==> src/include/iss_pkg.sv <==
package iss_pkg;
   // Pointer, data and offset widths
   localparam int PTR_W = 16;
   localparam int DATA_W = 8;
   localparam int OFS_W = 6;
   // Address update field encodings
   localparam logic [1:0] MODE_PRE_INC = 2'h0;
   localparam logic [1:0] MODE_PRE_DEC = 2'h1;
   localparam logic [1:0] MODE_POST_INC = 2'h2;
   localparam logic [1:0] MODE_POST_DEC = 2'h3;
   // Opcode classes presented by the fetch stage
   typedef enum logic [2:0]
   {
      ISS_OP_NOP = 3'h0,
      ISS_OP_STORE_MODE = 3'h1,
      ISS_OP_STORE_REL = 3'h3,
      ISS_OP_ALIAS_WR = 3'h2,
      ISS_OP_SOFT_RESET = 3'h6
   } iss_op_e;
   // Reset values
   localparam logic [15:0] PTR_RST = 16'h0000;
   localparam logic [7:0] STATUS_RST = 8'h00;
   // Soft reset pulse length in cycles
   localparam int SRST_CYCLES = 2;
   // Decoded instruction
   typedef struct packed
   {
      iss_op_e op;
      logic sel;
      logic [1:0] addr_update_field;
      logic [5:0] offset;
   } iss_instr_s;
   // Data memory write request
   typedef struct packed
   {
      logic en;
      logic [15:0] addr;
      logic [7:0] data;
   } iss_mem_wr_s;
endpackage

==> src/design/iss_ptr_unit.sv <==
`timescale 1ns/1ps
`default_nettype none
// Computes effective address and next pointer for one store
module iss_ptr_unit #(
   parameter int PTR_W = iss_pkg::PTR_W
) (
   input wire logic [PTR_W-1:0] ptr_i,
   input wire logic [1:0] mode_i,
   input wire logic rel_i,
   input wire logic [5:0] offset_i,
   output logic [PTR_W-1:0] ea_o,
   output logic [PTR_W-1:0] ptr_next_o
);
   logic [PTR_W-1:0] inc;
   logic [PTR_W-1:0] dec;
   logic [PTR_W-1:0] ofs_ext;

   // A pointer no wider than the offset cannot take a signed step
   if (PTR_W <= iss_pkg::OFS_W)
   begin : g_bad_width
      $error("iss_ptr_unit: PTR_W must exceed the offset width");
   end

   // Plain modular add: carry out is dropped so the pointer wraps
   assign inc = ptr_i + PTR_W'(1);
   assign dec = ptr_i - PTR_W'(1);
   assign ofs_ext = PTR_W'($signed(offset_i));

   // Address and writeback selection
   always_comb
   begin
      ea_o = ptr_i;
      ptr_next_o = ptr_i;
      if (rel_i)
      begin
         ea_o = ptr_i + ofs_ext;
         ptr_next_o = ptr_i;
      end
      else
      begin
         unique case (mode_i)
            iss_pkg::MODE_PRE_INC:
            begin
               ea_o = inc;
               ptr_next_o = inc;
            end
            iss_pkg::MODE_PRE_DEC:
            begin
               ea_o = dec;
               ptr_next_o = dec;
            end
            iss_pkg::MODE_POST_INC:
            begin
               ea_o = ptr_i;
               ptr_next_o = inc;
            end
            iss_pkg::MODE_POST_DEC:
            begin
               ea_o = ptr_i;
               ptr_next_o = dec;
            end
         endcase
      end
   end
endmodule // iss_ptr_unit
`default_nettype wire

==> src/design/iss_top.sv <==
`timescale 1ns/1ps
`default_nettype none
// Contract
// - Indirect store writes working register through pointer
// - Mode field picks pre/post increment/decrement
// - Pointer is sixteen bits and wraps
// - Pointer update and store leave status
// - Alias has no storage; pointer target accessed
// - Soft reset resets device, clears cause flag
module iss_top (
   input wire logic ref_clk_i,
   input wire logic rst_i,
   input wire logic instr_valid_i,
   input wire iss_pkg::iss_instr_s instr_i,
   input wire logic [7:0] w_reg_i,
   input wire logic [7:0] status_i,
   input wire logic ptr_load_i,
   input wire logic ptr_load_sel_i,
   input wire logic [15:0] ptr_load_val_i,
   output iss_pkg::iss_mem_wr_s mem_wr_o,
   output logic [15:0] ptr0_o,
   output logic [15:0] ptr1_o,
   output logic [7:0] status_o,
   output logic soft_reset_cause_flag_o,
   output logic dev_reset_o
);
   logic [15:0] file_pointer_reg_q [2];
   logic [15:0] ptr_sel;
   logic [15:0] ea;
   logic [15:0] ptr_next;
   logic is_store;
   logic is_rel;
   logic is_alias;
   logic is_srst;
   logic [1:0] srst_cnt_q;
   logic srst_busy;

   assign srst_busy = (srst_cnt_q != 2'h0);
   assign ptr_sel = file_pointer_reg_q[instr_i.sel];
   assign is_store = instr_valid_i && !srst_busy &&
      (instr_i.op == iss_pkg::ISS_OP_STORE_MODE ||
       instr_i.op == iss_pkg::ISS_OP_STORE_REL);
   assign is_rel = (instr_i.op == iss_pkg::ISS_OP_STORE_REL);
   assign is_alias = instr_valid_i && !srst_busy &&
      (instr_i.op == iss_pkg::ISS_OP_ALIAS_WR);
   assign is_srst = instr_valid_i && !srst_busy &&
      (instr_i.op == iss_pkg::ISS_OP_SOFT_RESET);

   iss_ptr_unit #(
      .PTR_W(iss_pkg::PTR_W)
   ) u_ptr (
      .ptr_i(ptr_sel),
      .mode_i(instr_i.addr_update_field),
      .rel_i(is_rel),
      .offset_i(instr_i.offset),
      .ea_o(ea),
      .ptr_next_o(ptr_next)
   );

   // Memory write port; alias writes go to the pointer target itself
   always_ff @(posedge ref_clk_i or posedge rst_i)
   begin
      if (rst_i)
         mem_wr_o <= '0;
      else if (is_store)
      begin
         mem_wr_o.en <= 1'b1;
         mem_wr_o.addr <= ea;
         mem_wr_o.data <= w_reg_i;
      end
      else if (is_alias)
      begin
         mem_wr_o.en <= 1'b1;
         mem_wr_o.addr <= ptr_sel;
         mem_wr_o.data <= w_reg_i;
      end
      else
         mem_wr_o.en <= 1'b0;
   end

   // Pointer registers; soft reset returns them to reset value
   generate
      for (genvar g = 0; g < 2; g++)
      begin : g_ptr
         always_ff @(posedge ref_clk_i or posedge rst_i)
         begin
            if (rst_i)
               file_pointer_reg_q[g] <= iss_pkg::PTR_RST;
            else if (is_srst)
               file_pointer_reg_q[g] <= iss_pkg::PTR_RST;
            else if (is_store && instr_i.sel == 1'(g))
               file_pointer_reg_q[g] <= ptr_next;
            // The device is in reset while the pulse stands: no loads
            else if (ptr_load_i && !srst_busy &&
               ptr_load_sel_i == 1'(g))
               file_pointer_reg_q[g] <= ptr_load_val_i;
         end
      end
   endgenerate

   // Pointer outputs registered
   always_ff @(posedge ref_clk_i or posedge rst_i)
   begin
      if (rst_i)
      begin
         ptr0_o <= iss_pkg::PTR_RST;
         ptr1_o <= iss_pkg::PTR_RST;
      end
      else
      begin
         ptr0_o <= file_pointer_reg_q[0];
         ptr1_o <= file_pointer_reg_q[1];
      end
   end

   // Status passes through untouched; stores never alter it.
   // A soft reset acts as a device reset, so status is cleared
   // for the whole pulse just as a pin reset would clear it.
   always_ff @(posedge ref_clk_i or posedge rst_i)
   begin
      if (rst_i)
         status_o <= iss_pkg::STATUS_RST;
      else if (is_srst || srst_busy)
         status_o <= iss_pkg::STATUS_RST;
      else
         status_o <= status_i;
   end

   // Soft reset: stretched pulse so downstream logic sees a full reset
   always_ff @(posedge ref_clk_i or posedge rst_i)
   begin
      if (rst_i)
         srst_cnt_q <= 2'h0;
      else if (is_srst)
         srst_cnt_q <= 2'(iss_pkg::SRST_CYCLES);
      else if (srst_busy)
         srst_cnt_q <= srst_cnt_q - 2'h1;
   end

   always_ff @(posedge ref_clk_i or posedge rst_i)
   begin
      if (rst_i)
         dev_reset_o <= 1'b0;
      else
         dev_reset_o <= is_srst || (srst_cnt_q > 2'h1);
   end

   // Cause flag is active low: cleared by soft reset, set at power-up
   always_ff @(posedge ref_clk_i or posedge rst_i)
   begin
      if (rst_i)
         soft_reset_cause_flag_o <= 1'b1;
      else if (is_srst)
         soft_reset_cause_flag_o <= 1'b0;
   end
endmodule // iss_top
`default_nettype wire

==> config.mk <==
export PLATFORM = sky130hd
export DESIGN_NAME = iss_top
export DESIGN_NICKNAME = d
export VERILOG_FILES = /design/src/include/iss_pkg.sv /design/src/design/iss_ptr_unit.sv /design/src/design/iss_top.sv
export SDC_FILE = /design/constraint.sdc
export NUM_CORES = 1
export LEC_CHECK = 0
export BUFFER_PORTS_ARGS = -buffer_cell sky130_fd_sc_hd__buf_2
export CORE_MARGIN = 5
export CORE_UTILIZATION = 56
export DETAILED_ROUTE_END_ITERATION = 16
export PLACE_DENSITY = 0.91
export SYNTH_ARGS = -nofsm -noshare
export SYNTH_HDL_FRONTEND = slang
export SYNTH_SLANG_ARGS = --single-unit
==> constraint.sdc <==
create_clock -name ref_clk_i -period 3.9 [get_ports ref_clk_i]
set_input_delay 0.39 -clock ref_clk_i [delete_from_list [all_inputs] [get_ports ref_clk_i]]
set_output_delay 0.39 -clock ref_clk_i [all_outputs]
set_load 0.03 [all_outputs]
==> impl_metrics.tcl, run 1 <==
set metrics [dict create \
    muxShareOfSynthArea_pct 8.56 \
    outcome "completed" \
    fmax_ghz 0.319 \
    hold_viol 0 \
    yosysMostFrequentCell "dfrtp_1" \
    slowest_delay_ns 0.46 \
    finalCritPeriodShare_pct 80.4 \
    irDropWorstVdd_uv 316 \
    ys_types 67 \
    drive_above_1_share_pct 22.7 \
    clock_tree.buffer_depth 2 \
    coreArea_um2 9820 \
    met3_usage_pct 5.84 \
    max_cap_viol_count 0 \
    initial_utilization_pct 57.9 \
    wire_per_inst_um 19.3 \
    grt_pass1_vias 5082 \
    timing.slew.headroom_pct 23.6 \
    synth-edff-count 0 \
    wl_um 16100 \
    synth_top_family_by_area "compound AO/OA/AOI/OAI gates" \
    numCtsBuffers 9 \
    ys_seq_area_share_pct 44.5 \
    antenna_found_initial 0 \
    cts_setup_buffers 0 \
    cpMaxStageDelayCell "mux2i_1" \
    synth_common_cells "100 x dfrtp_1, 65 x nand2_1, 45 x mux2i_1, 36 x o22ai_1" \
    synth-compound-area-share_pct 17.3 \
    yosys.area_share.simple_pct 15.2 \
    worst_r2r_endpoint "mem_wr_o[21]" \
    clock-sinks 101 \
    crit_type "reg2reg" \
    gp_congestion 0.953 \
    die_area_um2 12300 \
    cts.reportedPaths.clkPinSlew_ns 0.10 \
    async_flop_share_pct 100 \
    synth_fa_ha_area_share_pct 4.54 \
    remaining_drc_errors 0 \
    synth.avg_cell_area_um2 9.73 \
    grt_first_pass_wirelength_um 26400 \
    num_rows 36 \
    cts-htree-levels 3 \
    setup_violations 0 \
    final_antenna_net_count 0 \
    syn_inst 584 \
    hold_class "in2async" \
    clock_latency_ns 0.37 \
    end_kind "register" \
    grt_setup_unrepaired "no" \
    synthFlopType "dfrtp_1" \
    ctsHoldBuffers 0 \
    p_leak_nw 3.09 \
    synthToLayoutAreaGrowth_pct 16.2 \
    cts_resized 0 \
    cp-start-kind "register" \
    cp.required_ns 4.13 \
    io_buffers 115 \
    diodes 0 \
    worstReg2RegStart "file_pointer_reg_q[1]" \
    post-place-ws_ns 0.449 \
    met2_usage_pct 42.7 \
    overflow 0 \
    worst_pin_slew_ns 1.15 \
    drt_first_pass_iters 5 \
    synthTopCellsByArea "dfrtp_1 44%, mux2i_1 7.9%, xnor2_1 5.4%" \
    tritoncts "yes" \
    synth_area_um2 5680 \
    fin_crit_ns 3.13 \
    worst_ep_arrival_time_ns 3.36 \
    ys_warn_count 0 \
    finClkSkew_ns 0.0131 \
    finalNetCount 765 \
    fin_ws_ns 0.766 \
    tns_ns 0 \
    cellPowerDensity_nw_per_um2 821 \
    ys_ff_latch 101 \
    yosys.area.top_type "dfrtp_1" \
    busiest_layer "met2" \
    cts-root-buf "clkbuf_8" \
    vias_per_cell 6.09 \
    grtUsageMet1_pct 34.7 \
    cp_cell_sequence "mux2i_1 -> inv_1 -> ha_1 -> a211oi_1 -> o21bai_1 -> o21a_1 -> a31oi_1 -> o21ai_0 -> xnor2_1 -> o221ai_1" \
    grt_max_degree 75 \
    reg2regPathDepth 10 \
    regToRegSetupSlack_ns 0.77 \
    yosysTopAreaCellShare_pct 44.0 \
    hpwl_um 11800 \
    fp.dieW_um 111 \
    slew_violations 0 \
    cp_max_fo 6 \
    synth_nets 653 \
    io_pins 116 \
    grt_usage_pct 26.3 \
    die_h_um 111 \
    num_vias 5076 \
    drtIter0Drc 486 \
    synth_xor_area_share_pct 6.32 \
]
placed cells by master (no fill, tap or decap), types with 8 or more instances in the layout:
master	instances
o211ai_1	8
nand2_1	65
o22ai_1	36
dfrtp_1	100
and3_1	12
inv_1	16
buf_4	14
a211oi_1	10
nand3_1	12
nor2_1	35
buf_2	115
mux2i_1	45
ha_1	19
nor3_1	10
a21oi_1	31
nand4_1	8
clkbuf_8	10
o21ai_0	18
xnor2_1	35
cells by family (layout without fill, tap and decap cells):
| family | Yosys count | in the layout |
|---|---|---|
| mux | 48 | 48 |
| compound gates | 149 | 149 |
| buf+inv | 49 | 166 |
| xor+xnor | 41 | 41 |
| flops | 101 | 101 |
| fa+ha+maj | 20 | 20 |
| simple gates | 176 | 176 |
worst max-delay path, delay by kind of cell, from the launching register on:
| family | cells | cell delay [ns] |
|---|---|---|
| compound gates | 6 | 1.36 |
| xor+xnor | 1 | 0.15 |
| fa+ha+maj | 1 | 0.35 |
| buf+inv | 1 | 0.25 |
| flops | 1 | 0.44 |
| mux | 1 | 0.46 |
layer usage:
metal,vias up,wire length [um]
met5,-,0
met4,0,392
met3,38,1410
met2,279,7610
met1,2412,6630
li1,2347,-
worst max path at each step:
stage                         to  slack [ns]              startpoint
global route        mem_wr_o[21]        0.53   file_pointer_reg_q[2]
detailed placement  mem_wr_o[21]        0.45              instr_i[8]
global placement    mem_wr_o[21]        0.65              instr_i[8]
CTS                 mem_wr_o[21]        0.81  file_pointer_reg_q[18]
finish              mem_wr_o[21]        0.77   file_pointer_reg_q[1]
floorplan            dev_reset_o        0.86                   rst_i
metrics by stage:
stage | std cells | util (%) | hold slack, ns | power [mW] | area [um^2]
2_1_floorplan | 584 | - | 0.373 | 3.87 | 5680
3_3_place_gp | 818 | 65.3 | 0.405 | 4.58 | 6410
3_5_place_dp | 818 | 65.3 | 0.409 | 4.69 | 6410
4_1_cts | 834 | 67.2 | 0.200 | 5.39 | 6600
5_1_grt | 834 | 67.2 | 0.218 | 5.76 | 6600
6_report | 834 | 67.2 | 0.189 | 5.42 | 6600
state kept, by name, indices dropped and copies added, names as in the netlist:
name	cells
file_pointer_reg_q	32
srst_cnt_q	2
ptr0_o	16
mem_wr_o	25
dev_reset_o	1
soft_reset_cause_flag_o	1
status_o	8
ptr1_o	16
power by group:
group,total (mW),internal (mW),switching [mW]
Sequential,1.86,1.50,0.360
Combinational,2.89,1.01,1.88
Clock,0.673,0.317,0.356
Total,5.42,2.83,2.59
final cells by class:
class                   count  area [um^2]
flip-flops and latches    101         2530
fillers                   795         3220
clock inverters             3         46.3
inverters                  21         81.3
repair buffers            129          681
well taps                 133          166
clock buffers              13          149
multi-input cells         434         2950
(Power assumes the default switching activity.)
==> run 2, diff against run 1 <==
Clock period 3.9 ns to 3.27 ns, I/O delays scaled along.
==> run 2 against run 1 <==
Final area increased by 2.0%; non-clock buffer count grew 11; clock power is 37% higher; worst hold slack lost 0.16 ns.
==> impl_metrics.tcl, run 2 (synthesized netlist as in run 1, its figures left out) <==
set metrics [dict create \
    outcome "completed" \
    finClkSkew_ns 0.0133 \
    drive_above_1_share_pct 24.3 \
    slew_violations 0 \
    fin_crit_ns 2.94 \
    overflow 0 \
    cp-start-kind "register" \
    finalNetCount 776 \
    grt_max_degree 57 \
    final_area_um2 6730 \
    diodes 0 \
    fp.dieW_um 111 \
    clock_latency_ns 0.39 \
    irDropWorstVdd_uv 446 \
    grt_pass1_vias 5244 \
    remaining_drc_errors 0 \
    gp_congestion 0.937 \
    antenna_found_initial 0 \
    cts_resized 0 \
    final_common_cell "buf_2" \
    fmax_ghz 0.340 \
    cts-root-buf "clkbuf_8" \
    io_pins 116 \
    cts-htree-levels 3 \
    timing.slew.headroom_pct 53.0 \
    regMostFlops "file_pointer_reg_q" \
    tns_ns 0 \
    crit_type "reg2reg" \
    num_vias 5297 \
    wl_um 16400 \
    cp.required_ns 3.52 \
    finalCritPeriodShare_pct 89.9 \
    num_rows 36 \
    tritoncts "yes" \
    cts.reportedPaths.clkPinSlew_ns 0.11 \
    clock-sinks 101 \
    end_kind "register" \
    hpwl_um 12100 \
    max_cap_viol_count 0 \
    grt_first_pass_wirelength_um 26800 \
    cts_setup_buffers 0 \
    drtIter0Drc 528 \
    die_h_um 111 \
    worst_ep_arrival_time_ns 3.19 \
    coreArea_um2 9820 \
    biggestRegsByFlops "file_pointer_reg_q: 32 flops, mem_wr_o: 25 flops" \
    vias_per_cell 6.27 \
    worst_pin_slew_ns 0.706 \
    place_area_um2 6500 \
    wire_per_inst_um 19.4 \
    hold_class "in2async" \
    setup_violations 0 \
    synthToLayoutAreaGrowth_pct 18.5 \
    final_antenna_net_count 0 \
    grt_usage_pct 26.7 \
    grt_setup_unrepaired "no" \
    io_buffers 115 \
    numCtsBuffers 9 \
    initial_utilization_pct 57.9 \
    clock_tree.buffer_depth 2 \
    cellPowerDensity_nw_per_um2 991 \
    layout_common_cells "115 x buf_2, 100 x dfrtp_1, 65 x nand2_1" \
    hold_viol 0 \
    cp_max_fo 6 \
    drt_first_pass_iters 6 \
    p_leak_nw 3.17 \
    ctsHoldBuffers 0 \
    largest_register_ffs 32 \
    die_area_um2 12300 \
]
## run 2: through the flow
stage / total power, mW / hold slack (ns) / setup WS (ns) / std cells / util, %
after CTS: 6.62 / 0.0524 / 0.416 / 845 / 68.6
after detailed placement: 5.67 / 0.409 / 0.245 / 829 / 66.2
after floorplan: 4.61 / 0.373 / 0.298 / 584 / -
final: 6.67 / 0.0251 / 0.331 / 845 / 68.6
after global routing: 7.06 / 0.0940 / 0.123 / 845 / 68.6
after global placement: 5.54 / 0.400 / 0.359 / 829 / 66.2
## run 2: report_power, final
part	switching (mW)	internal [mW]	total (mW)	leakage (nW)
registers	0.418	1.79	2.21	1.27
logic	2.28	1.26	3.54	1.79
clock network	0.465	0.460	0.925	0.119
## run 2: metal layers
layer | up-vias | routed length (um) | global-route usage [%]
met3 | 46 | 1490 | 6.33
met4 | 0 | 479 | 11.3
met5 | - | 0 | 0
met1 | 2529 | 6610 | 34.7
li1 | 2380 | - | -
met2 | 342 | 7810 | 42.8
## run 2: path summary, 6_finish.rpt
check	start	end	slack, ns	depth (start not counted)
worst max-delay path	file_pointer_reg_q[2]	mem_wr_o[21]	0.33	10
worst min-delay path	rst_i	status_o[3]	0.03	2
worst max register to register	file_pointer_reg_q[2]	mem_wr_o[21]	0.33	10
worst min register to register	file_pointer_reg_q[15]	ptr1_o[15]	0.43	0
max in group asynchronous	rst_i	file_pointer_reg_q[19]	2.41	3
min in group ref_clk_i	w_reg_i[7]	mem_wr_o[7]	0.13	3
## run 2: area by class of cell
class                      instances  area, um^2
multi-input combinational        434        2950
timing repair buffer             140         776
clock inverter                     6        93.8
clock buffer                      10         138
sequential                       101        2530
inverter                          21        81.3
tap                              133         166
fill                             732        3090
## run 2: worst max-delay path, cell delays in order (launching register included)
cell      delay (ns)
dfrtp_1         0.46
mux2i_1         0.27
clkinv_1        0.26
ha_1            0.39
o21ai_0         0.25
o21bai_1        0.20
o21a_1          0.26
a31oi_1         0.25
o21ai_0         0.15
xnor2_1         0.17
o221ai_1        0.13
